### src/logic/rsl_fix_note.sv
// Intentionally empty

### src/logic/rsl_pkg.sv
// Package with constants and types of the reset source status logic
package rsl_pkg;
	localparam int              CLK_PERIOD_NS   = 10;
	localparam int              MASTER_CLEAR_PIN_FILTER_NS  = 200;
	localparam int              MASTER_CLEAR_PIN_FILTER_CYC = (MASTER_CLEAR_PIN_FILTER_NS + CLK_PERIOD_NS - 1) / CLK_PERIOD_NS;
	localparam int              RESET_HOLD_CYC  = 4;
	localparam int              ADDR_W          = 12;
	localparam logic [11:0]     RCC_OFFSET      = 12'h000;
	localparam int              BIT_PRIO        = 7;
	localparam int              BIT_SOFT_BROWNOUT_ENABLE      = 6;
	localparam int              BIT_UNUSED      = 5;
	localparam int              BIT_RI          = 4;
	localparam int              BIT_TO          = 3;
	localparam int              BIT_PD          = 2;
	localparam int              BIT_POR         = 1;
	localparam int              BIT_BOR         = 0;
	localparam logic [7:0]      RCC_RESET       = 8'h1C;
	localparam logic [7:0]      RCC_WR_MASK     = 8'hD3;

	typedef enum logic [1:0] {
		BO_OFF  = 2'b00,
		BO_SOFT = 2'b01,
		BO_NOSLP = 2'b10,
		BO_ON   = 2'b11
	} rsl_bocfg_t;

	typedef enum logic [2:0] {
		CAUSE_POR     = 3'b000,
		CAUSE_MASTER_CLEAR_PIN    = 3'b001,
		CAUSE_MASTER_CLEAR_PIN_PM = 3'b010,
		CAUSE_WDT     = 3'b011,
		CAUSE_BOR     = 3'b100,
		CAUSE_RSTI    = 3'b101,
		CAUSE_STKFULL = 3'b110,
		CAUSE_STKUNDR = 3'b111
	} rsl_cause_t;

	typedef struct packed {
		logic              psel;
		logic              penable;
		logic              pwrite;
		logic [ADDR_W-1:0] paddr;
		logic [31:0]       pwdata;
	} rsl_apb_req_t;
endpackage : rsl_pkg

### src/logic/rsl_reset_status.sv
// Reset source capture, device reset generation and reset cause register
//
// Overview of operation
// - Record one of eight reset causes.
// - Low five bits flag reset causes.
// - Bit 7 enables interrupt priority, resets 0.
// - Bit 6 steers brown-out only in config 01.
// - Bit 6 resets to 1 in software mode.
// - Bit 5 always reads zero.
// - Reset instruction clears bit 4; power-on sets.
// - Bit 3 set by powerup/clear_watchdog_instr/sleep, watchdog clears.
// - Bit 2 set by powerup/clear_watchdog_instr, sleep clears.
// - Power-on clears bit 1; firmware sets.
// - Brown-out clears bit 0; firmware sets.
// - Reset held while master-clear pin low.
// - Filter short pulses on master-clear pin.
// - Never drive master-clear pin low.
// - Disabled master-clear pin is digital input.
// - Internal power-on pulse after supply rise.
// - Brown-out and power-on clear bit 0.
// - Config 10 disables brown-out during sleep.
//
// The register addresses and the APB register port were chosen for this implementation.
`timescale 1ns/1ps
`default_nettype none
module rsl_reset_status #(
	parameter int FILTER_CYC = rsl_pkg::MASTER_CLEAR_PIN_FILTER_CYC,
	parameter int HOLD_CYC   = rsl_pkg::RESET_HOLD_CYC
) (
	input  wire logic                 clock,
	input  wire logic                 rst_n,
	input  wire rsl_pkg::rsl_apb_req_t apbReq,
	output logic                      pready_r,
	output logic [31:0]               prdata_r,
	output logic                      pslverr_r,
	input  wire logic                 masterClearPin,
	input  wire logic                 masterClearPinEnable,
	input  wire logic [1:0]           brownoutConfigField,
	input  wire logic                 brownoutDetect,
	input  wire logic                 powerManaged,
	input  wire logic                 sleeping,
	input  wire logic                 watchdogTimeout,
	input  wire logic                 resetInstr,
	input  wire logic                 stackFull,
	input  wire logic                 stackUnderflow,
	input  wire logic                 clearWatchdogInstr,
	input  wire logic                 sleepInstr,
	output logic                      deviceReset_r,
	output rsl_pkg::rsl_cause_t       resetCause_r,
	output logic                      brownoutEnable_r,
	output logic                      priorityLevelsOn_r,
	output logic                      masterClearDigIn_r,
	output logic                      masterClearPinOut_r,
	output logic                      masterClearPinOe_r
);
	initial begin
		if (FILTER_CYC < 2 || FILTER_CYC > 255 || HOLD_CYC < 1 || HOLD_CYC > 255)
			$error("rsl_reset_status: FILTER_CYC or HOLD_CYC out of range");
	end

	logic                mclrMeta_r, mclrSync_r, borMeta_r, borSync_r;
	logic                porPend_r, porPend_nxt;
	logic [7:0]          lowCnt_r, lowCnt_nxt, holdCnt_r, holdCnt_nxt;
	logic                mclrFilt_r, mclrFilt_nxt, mclrActD_r, borActD_r;
	logic [7:0]          flags_r, flags_nxt;
	logic                devRst_nxt, boEn_nxt;
	rsl_pkg::rsl_cause_t cause_nxt;
	logic                pready_nxt, pslverr_nxt;
	logic [31:0]         prdata_nxt;
	logic                mclrActive, borActive, mclrEvt, borEvt, anyEvt, wrEn, hit;
	logic [7:0]          readVal;

	// Pins are asynchronous; the first stage feeds only the second
	always_ff @(posedge clock or negedge rst_n) begin
		if (!rst_n) begin
			mclrMeta_r <= 1'b1;
			mclrSync_r <= 1'b1;
			borMeta_r  <= 1'b0;
			borSync_r  <= 1'b0;
		end else begin
			mclrMeta_r <= masterClearPin;
			mclrSync_r <= mclrMeta_r;
			borMeta_r  <= brownoutDetect;
			borSync_r  <= borMeta_r;
		end
	end

	always_comb begin
		hit       = apbReq.paddr == rsl_pkg::RCC_OFFSET;
		wrEn      = apbReq.psel & apbReq.penable & pready_r & apbReq.pwrite & hit;
		mclrActive = mclrFilt_r & masterClearPinEnable;
		borActive = borSync_r & brownoutEnable_r;
		mclrEvt   = mclrActive & ~mclrActD_r;
		borEvt    = borActive & ~borActD_r;
		anyEvt    = porPend_r | mclrEvt | borEvt | watchdogTimeout | resetInstr | stackFull | stackUnderflow;
		readVal   = flags_r;
		readVal[rsl_pkg::BIT_UNUSED] = 1'b0;
		readVal[rsl_pkg::BIT_SOFT_BROWNOUT_ENABLE] = flags_r[rsl_pkg::BIT_SOFT_BROWNOUT_ENABLE]
			& (brownoutConfigField == rsl_pkg::BO_SOFT);
	end

	// Power-on pulse: one cycle after the supply reset releases
	always_comb begin
		porPend_nxt = 1'b0;
		// Pin must stay low a whole filter time before it counts
		lowCnt_nxt   = 8'h00;
		mclrFilt_nxt = 1'b0;
		if (!mclrSync_r) begin
			mclrFilt_nxt = mclrFilt_r;
			lowCnt_nxt   = lowCnt_r;
			if (lowCnt_r == 8'(FILTER_CYC - 1))
				mclrFilt_nxt = 1'b1;
			else
				lowCnt_nxt = lowCnt_r + 8'h01;
		end
		holdCnt_nxt = (holdCnt_r != 8'h00) ? holdCnt_r - 8'h01 : 8'h00;
		if (anyEvt)
			holdCnt_nxt = 8'(HOLD_CYC);
		devRst_nxt = porPend_r | mclrActive | borActive | anyEvt | (holdCnt_nxt != 8'h00);
		case (brownoutConfigField)
			rsl_pkg::BO_SOFT:  boEn_nxt = flags_r[rsl_pkg::BIT_SOFT_BROWNOUT_ENABLE];
			rsl_pkg::BO_NOSLP: boEn_nxt = ~sleeping;
			rsl_pkg::BO_ON:    boEn_nxt = 1'b1;
			default:           boEn_nxt = 1'b0;
		endcase
	end

	// Cause priority: power-on first, stack underflow last
	always_comb begin
		cause_nxt = resetCause_r;
		if (porPend_r)
			cause_nxt = rsl_pkg::CAUSE_POR;
		else if (borEvt)
			cause_nxt = rsl_pkg::CAUSE_BOR;
		else if (mclrEvt)
			cause_nxt = powerManaged ? rsl_pkg::CAUSE_MASTER_CLEAR_PIN_PM : rsl_pkg::CAUSE_MASTER_CLEAR_PIN;
		else if (watchdogTimeout)
			cause_nxt = rsl_pkg::CAUSE_WDT;
		else if (resetInstr)
			cause_nxt = rsl_pkg::CAUSE_RSTI;
		else if (stackFull)
			cause_nxt = rsl_pkg::CAUSE_STKFULL;
		else if (stackUnderflow)
			cause_nxt = rsl_pkg::CAUSE_STKUNDR;
	end

	// Software write first; hardware events then override it so none is lost
	always_comb begin
		flags_nxt = flags_r;
		if (wrEn) begin
			flags_nxt = (flags_r & ~rsl_pkg::RCC_WR_MASK) | (apbReq.pwdata[7:0] & rsl_pkg::RCC_WR_MASK);
			if (brownoutConfigField != rsl_pkg::BO_SOFT)
				flags_nxt[rsl_pkg::BIT_SOFT_BROWNOUT_ENABLE] = flags_r[rsl_pkg::BIT_SOFT_BROWNOUT_ENABLE];
		end
		if (clearWatchdogInstr) begin
			flags_nxt[rsl_pkg::BIT_TO] = 1'b1;
			flags_nxt[rsl_pkg::BIT_PD] = 1'b1;
		end
		if (sleepInstr) begin
			flags_nxt[rsl_pkg::BIT_TO] = 1'b1;
			flags_nxt[rsl_pkg::BIT_PD] = 1'b0;
		end
		if (watchdogTimeout)
			flags_nxt[rsl_pkg::BIT_TO] = 1'b0;
		if (resetInstr)
			flags_nxt[rsl_pkg::BIT_RI] = 1'b0;
		if (borEvt)
			flags_nxt[rsl_pkg::BIT_BOR] = 1'b0;
		if (anyEvt)
			flags_nxt[rsl_pkg::BIT_PRIO] = 1'b0;
		if (porPend_r) begin
			flags_nxt = rsl_pkg::RCC_RESET;
			flags_nxt[rsl_pkg::BIT_SOFT_BROWNOUT_ENABLE] = brownoutConfigField == rsl_pkg::BO_SOFT;
		end
	end

	// Zero-wait slave: answer prepared in setup, pready high in access
	always_comb begin
		pready_nxt  = apbReq.psel & ~apbReq.penable;
		pslverr_nxt = pready_nxt & ~hit;
		prdata_nxt  = (pready_nxt & hit & ~apbReq.pwrite) ? {24'h000000, readVal} : 32'h00000000;
	end

	always_ff @(posedge clock or negedge rst_n) begin
		if (!rst_n) begin
			porPend_r           <= 1'b1;
			lowCnt_r            <= 8'h00;
			mclrFilt_r          <= 1'b0;
			mclrActD_r          <= 1'b0;
			borActD_r           <= 1'b0;
			holdCnt_r           <= 8'h00;
			deviceReset_r       <= 1'b1;
			resetCause_r        <= rsl_pkg::CAUSE_POR;
			flags_r             <= rsl_pkg::RCC_RESET;
			brownoutEnable_r    <= 1'b0;
			priorityLevelsOn_r  <= 1'b0;
			masterClearDigIn_r  <= 1'b1;
			masterClearPinOut_r <= 1'b0;
			masterClearPinOe_r  <= 1'b0;
			pready_r            <= 1'b0;
			pslverr_r           <= 1'b0;
			prdata_r            <= 32'h00000000;
		end else begin
			porPend_r           <= porPend_nxt;
			lowCnt_r            <= lowCnt_nxt;
			mclrFilt_r          <= mclrFilt_nxt;
			mclrActD_r          <= mclrActive;
			borActD_r           <= borActive;
			holdCnt_r           <= holdCnt_nxt;
			deviceReset_r       <= devRst_nxt;
			resetCause_r        <= cause_nxt;
			flags_r             <= flags_nxt;
			brownoutEnable_r    <= boEn_nxt;
			priorityLevelsOn_r  <= flags_nxt[rsl_pkg::BIT_PRIO];
			masterClearDigIn_r  <= mclrSync_r;
			masterClearPinOut_r <= 1'b0;
			masterClearPinOe_r  <= 1'b0;
			pready_r            <= pready_nxt;
			pslverr_r           <= pslverr_nxt;
			prdata_r            <= prdata_nxt;
		end
	end

	a_bit5_reads_zero: assert property (@(posedge clock) disable iff (!rst_n)
		pready_r |-> prdata_r[rsl_pkg::BIT_UNUSED] == 1'b0)
		else $error("unimplemented bit read nonzero");
	a_soft_brownout_enable_gated: assert property (@(posedge clock) disable iff (!rst_n)
		pready_r && brownoutConfigField != rsl_pkg::BO_SOFT && $stable(brownoutConfigField)
		|-> prdata_r[rsl_pkg::BIT_SOFT_BROWNOUT_ENABLE] == 1'b0)
		else $error("soft brown-out bit visible outside software mode");
	a_por_clears_flag: assert property (@(posedge clock) disable iff (!rst_n)
		porPend_r |=> !flags_r[rsl_pkg::BIT_POR] && resetCause_r == rsl_pkg::CAUSE_POR && deviceReset_r)
		else $error("power-on did not clear flag");
	a_wdt_clears_to: assert property (@(posedge clock) disable iff (!rst_n)
		watchdogTimeout && !porPend_r |=> !flags_r[rsl_pkg::BIT_TO] && deviceReset_r)
		else $error("watchdog time-out not recorded");
	a_sleep_clears_pd: assert property (@(posedge clock) disable iff (!rst_n)
		sleepInstr && !porPend_r |=> !flags_r[rsl_pkg::BIT_PD] && flags_r[rsl_pkg::BIT_TO] == !$past(watchdogTimeout))
		else $error("sleep did not clear power-down flag");
	a_hw_clear_wins: assert property (@(posedge clock) disable iff (!rst_n)
		wrEn && apbReq.pwdata[rsl_pkg::BIT_RI] && resetInstr && !porPend_r |=> !flags_r[rsl_pkg::BIT_RI])
		else $error("software set beat reset instruction clear");
	// Hold timer is armed by the pin event only, not the low level, so a long low pin releases one cycle after mclrActive falls
	a_master_clear_pin_holds: assert property (@(posedge clock) disable iff (!rst_n)
		mclrActive |=> deviceReset_r)
		else $error("device left reset while master-clear low");
	a_filter_blocks: assert property (@(posedge clock) disable iff (!rst_n)
		$rose(mclrFilt_r) |-> $past(mclrSync_r, 1) == 1'b0 && $past(mclrSync_r, 2) == 1'b0)
		else $error("short pulse passed the filter");
	a_pin_never_driven: assert property (@(posedge clock) disable iff (!rst_n)
		!masterClearPinOe_r)
		else $error("master-clear pin driven");
	a_noslp_bo_off: assert property (@(posedge clock) disable iff (!rst_n)
		brownoutConfigField == rsl_pkg::BO_NOSLP && $stable(brownoutConfigField) |=> brownoutEnable_r == !$past(sleeping))
		else $error("brown-out enable wrong in sleep-off mode");

	// Cause and flag effects of the hardware events
	a_bor_recorded: assert property (@(posedge clock) disable iff (!rst_n)
		borEvt && !porPend_r |=> resetCause_r == rsl_pkg::CAUSE_BOR && !flags_r[rsl_pkg::BIT_BOR] && deviceReset_r)
		else $error("brown-out reset not recorded");
	a_bor_holds: assert property (@(posedge clock) disable iff (!rst_n)
		borActive |=> deviceReset_r)
		else $error("device left reset during brown-out");
	a_master_clear_pin_cause: assert property (@(posedge clock) disable iff (!rst_n)
		mclrEvt && !porPend_r && !borEvt
		|=> resetCause_r == ($past(powerManaged) ? rsl_pkg::CAUSE_MASTER_CLEAR_PIN_PM : rsl_pkg::CAUSE_MASTER_CLEAR_PIN))
		else $error("master-clear cause wrong");
	a_rsti_cause: assert property (@(posedge clock) disable iff (!rst_n)
		resetInstr && !porPend_r && !borEvt && !mclrEvt && !watchdogTimeout
		|=> resetCause_r == rsl_pkg::CAUSE_RSTI && !flags_r[rsl_pkg::BIT_RI])
		else $error("reset instruction cause wrong");
	a_event_clears_prio: assert property (@(posedge clock) disable iff (!rst_n)
		anyEvt |=> !priorityLevelsOn_r && !flags_r[rsl_pkg::BIT_PRIO])
		else $error("priority enable survived a reset");
	a_disabled_pin: assert property (@(posedge clock) disable iff (!rst_n)
		!masterClearPinEnable |-> !mclrEvt)
		else $error("disabled master-clear pin caused a reset");
	a_clear_watchdog_instr_sets: assert property (@(posedge clock) disable iff (!rst_n)
		clearWatchdogInstr && !sleepInstr && !watchdogTimeout && !porPend_r
		|=> flags_r[rsl_pkg::BIT_TO] && flags_r[rsl_pkg::BIT_PD])
		else $error("clear-watchdog did not set flags");

	// Power-on loads the reset pattern
	a_por_sets_ri: assert property (@(posedge clock) disable iff (!rst_n)
		porPend_r |=> flags_r[rsl_pkg::BIT_RI] && flags_r[rsl_pkg::BIT_TO] && flags_r[rsl_pkg::BIT_PD] && !flags_r[rsl_pkg::BIT_BOR])
		else $error("power-on flag pattern wrong");
	a_soft_brownout_enable_reset: assert property (@(posedge clock) disable iff (!rst_n)
		porPend_r |=> flags_r[rsl_pkg::BIT_SOFT_BROWNOUT_ENABLE] == ($past(brownoutConfigField) == rsl_pkg::BO_SOFT))
		else $error("soft brown-out enable reset value wrong");

	// Software access
	a_write_lands: assert property (@(posedge clock) disable iff (!rst_n)
		wrEn && !anyEvt |=> flags_r[rsl_pkg::BIT_POR] == $past(apbReq.pwdata[rsl_pkg::BIT_POR])
		&& flags_r[rsl_pkg::BIT_BOR] == $past(apbReq.pwdata[rsl_pkg::BIT_BOR]))
		else $error("software write did not land");
	a_ro_bits_kept: assert property (@(posedge clock) disable iff (!rst_n)
		wrEn && !anyEvt && !clearWatchdogInstr && !sleepInstr
		|=> $stable(flags_r[rsl_pkg::BIT_TO]) && $stable(flags_r[rsl_pkg::BIT_PD]))
		else $error("read-only flag changed by write");
	a_unmapped_err: assert property (@(posedge clock) disable iff (!rst_n)
		pready_r |-> pslverr_r == ($past(apbReq.paddr) != rsl_pkg::RCC_OFFSET))
		else $error("slave error flag wrong");

	c_master_clear_pin_reset: cover property (@(posedge clock) disable iff (!rst_n) mclrEvt ##1 resetCause_r == rsl_pkg::CAUSE_MASTER_CLEAR_PIN);
	c_bor_reset: cover property (@(posedge clock) disable iff (!rst_n) borEvt);
	c_sw_write: cover property (@(posedge clock) disable iff (!rst_n) wrEn);
	c_wdt_reset: cover property (@(posedge clock) disable iff (!rst_n) watchdogTimeout ##1 deviceReset_r);
	c_hw_beats_sw: cover property (@(posedge clock) disable iff (!rst_n) wrEn && resetInstr);
endmodule : rsl_reset_status
`default_nettype wire

### config.mk
export PLATFORM = sky130hd
export DESIGN_NAME = rsl_reset_status
export DESIGN_NICKNAME = d
export VERILOG_FILES = /design/src/logic/rsl_fix_note.sv /design/src/logic/rsl_pkg.sv /design/src/logic/rsl_reset_status.sv
export SDC_FILE = /design/constraint.sdc
export NUM_CORES = 1
export LEC_CHECK = 0
export BUFFER_PORTS_ARGS = -buffer_cell sky130_fd_sc_hd__buf_2
export CORE_AREA = 2 2 70 72
export DETAILED_ROUTE_END_ITERATION = 16
export DIE_AREA = 0 0 72 74
export HOLD_SLACK_MARGIN = 0.1
export PLACE_DENSITY = 0.82
export SLEW_MARGIN = 20
export SYNTH_ARGS = -nofsm -noshare
export SYNTH_HDL_FRONTEND = slang
export SYNTH_SLANG_ARGS = --single-unit
### constraint.sdc
create_clock -name clock -period 3.7 [get_ports clock]
set_input_delay 0.37 -clock clock [delete_from_list [all_inputs] [get_ports clock]]
set_output_delay 0.37 -clock clock [all_outputs]
set_load 0.005 [all_outputs]
==> results_dict.tcl <==
set metrics [dict create \
    final_hold_viol_count 0 \
    grt_pass1_wl_mm 6.072 \
    wl_per_cell_um 11.70 \
    power.leakage_nw 1.310 \
    placed_cell_area_um2 2395 \
    cts_buffers 5 \
    cp-end-kind "flip-flop" \
    synth-main-ff-cell "dfrtp_1" \
    via_per_inst 4.768 \
    crit_end "prdata_r[6]" \
    drcViolationCount 0 \
    cts_tree "done" \
    clock_latency_ps 300 \
    critPathMaxFanout 7 \
    required_ps 3930 \
    critPathKind "input port to flip-flop" \
    drt_wl_total_mm 3.675 \
    syn_area_um2 2182 \
    power_density_nw_per_um2 384.9 \
    finClkSkew_ps 7.870 \
    ios 105 \
    drt_first_pass_iters 4 \
    grt_pass1_vias 1413 \
    synthArstFlopShare_pct 100.0 \
    io_buffers 50 \
    status "complete, no violations" \
    antenna_found_initial 0 \
    gr-total-overflow 0 \
    htreeDepth 2 \
    initial_core_util_pct 47.46 \
    n_antenna_cell 0 \
    core_area_um2 4598 \
    postRouteAntennaNets 0 \
    tightest_slew_ps 591.3 \
    r2r-end "holdCnt_r[1]" \
    track_usage_pct 14.72 \
    die_x_um 72 \
    drive_gt1_share_pct 28.08 \
    maxCapViolations 0 \
    fmax_mhz 680.0 \
    ys_types 35 \
    rsz0062_at_grt "false" \
    final_common_cell "buf_2" \
    area_growth_pct 16.11 \
    layout_common_cells "buf_2, dfrtp_1, conb_1" \
    final.setup.tns_ps 0 \
    die-area_um2 5328 \
    relSlewSlack_pct 60.28 \
    maxSlewViolCount 0 \
    synth-seq-cells 46 \
    postCtsSetupBuffers 0 \
    rows 25 \
    gp_congestion 0.7454 \
    synth_area_leader_cell "dfrtp_1" \
    avgSynthCellArea_um2 10.86 \
    syn_inst 201 \
    dpl.hpwl_mm 2.666 \
    clock_tree.root_cell "clkbuf_8" \
    clk_path_buf_depth 2 \
    arrival_ps 1700 \
    path_clk_slew_ps 90 \
    nets 324 \
    crit_start "apbReq[39]" \
    setup_viol 0 \
    clock_sinks 46 \
    synth_edf_count 0 \
    r2r_cells 4 \
    num_vias 1497 \
    hp-class "input port to flip-flop" \
    synthTopCellsByArea "dfrtp_1, dfstp_2, buf_4" \
    ys_warn_count 0 \
    seq_area_frac_synth_pct 53.21 \
    period_share_pct 39.75 \
    first_iter_violations 71 \
    synth_top_area_share_pct 43.58 \
    layout_min_cycle_time_ps 1471 \
    startpoint_type "input port" \
    r2r_slack_ps 2240 \
    whs_path_depth 1 \
    grt_max_degree 47 \
    die_h_um 74 \
    timing.rr.start "mclrFilt_r" \
    stdcell_area_um2 2534 \
    peakVddDrop_mv 0.1734 \
]
-- cells in the mapped netlist, types with 4 or more instances --
cell / instances
xnor2_1: 4
nand2_1: 7
and2_1: 7
xor2_1: 7
dfrtp_1: 38
nor3_1: 6
a21oi_1: 6
and3_1: 4
nand3_1: 8
inv_1: 9
buf_4: 27
mux2i_1: 5
nor2_1: 24
o21ai_0: 8
dfstp_2: 8
-- cell type report --
class	instances	area, µm²
fill	404	2064
sequential	46	1161
multi-input combinational	145	882.1
timing repair buffer	52	280.3
clock buffer	5	68.82
tap	54	67.56
clock inverter	3	40.04
inverter	9	33.78
-- critical path, stage by stage --
cell and delay [ps]:
buf_2 110, nor4_4 370, nand3_1 120, nor3_1 480
and3_1 250
-- sequential cells by signal, indices dropped and copies added (netlist names) --
name                cells
holdCnt_r               8
lowCnt_r                8
flags_r                 7
prdata_r                7
resetCause_r            3
borActD_r               1
borMeta_r               1
borSync_r               1
brownoutEnable_r        1
deviceReset_r           1
masterClearDigIn_r      1
mclrActD_r              1
mclrFilt_r              1
mclrMeta_r              1
mclrSync_r              1
porPend_r               1
pready_r                1
pslverr_r               1
-- how the worst min path moves through the flow --
| stage | end | slack (ps) | start |
|---|---|---|---|
| final | mclrMeta_r | 160 | masterClearPin |
| after global routing | mclrMeta_r | 150 | masterClearPin |
| after CTS | mclrMeta_r | 150 | masterClearPin |
| after detailed placement | borSync_r | 340 | borMeta_r |
| after global placement | borSync_r | 330 | borMeta_r |
| after floorplan | borActD_r | 70 | rst_n |
-- logic make-up (layout without fill, tap and decap cells) --
group / Yosys count / after routing / synth area share, %
buffers and inverters: 37 / 69 / 11.01
other: 1 / 28 / 0.1719
XOR/XNOR: 11 / 11 / 4.415
multiplexers: 5 / 5 / 2.294
adder cells (fa/ha/maj): 3 / 3 / 1.720
AND/OR/NAND/NOR: 77 / 77 / 21.45
AO/OA/AOI/OAI: 21 / 21 / 5.734
flip-flops: 46 / 46 / 53.21
-- timing repair --
action	in CTS	in global routing
hold buffers	0	1
resized for setup	0	0
endpoints found under the hold margin	0	14
-- power by group --
part / internal (W) / leakage [nW] / switching [W] / total [W]
clock: 0.000199 / 0.0579 / 0.000166 / 0.000365
combinational: 0.0000339 / 0.659 / 0.0000458 / 0.0000797
sequential: 0.000521 / 0.593 / 0.0000101 / 0.000531
-- stage by stage --
step	power (W)	setup slack [ps]	util, %	hold WS, ps	instances
final	0.0009751	2229	55.10	159.1	314
after global routing	0.001019	2063	55.10	154.2	314
after CTS	0.0009831	2190	54.45	150.2	312
after detailed placement	0.0006168	1878	52.08	342.6	304
after global placement	0.0006148	1937	52.08	335.0	304
after floorplan	0.0005924	2189	-	74.41	228
-- layer usage --
layer	track usage, %	wire length [µm]	vias up
li1	-	-	735
met1	17.89	1594	688
met2	25.10	1703	69
met3	5.420	343	5
met4	3.774	33	0
met5	0	0	-
Note: power is estimated with default switching activity, not from simulation.
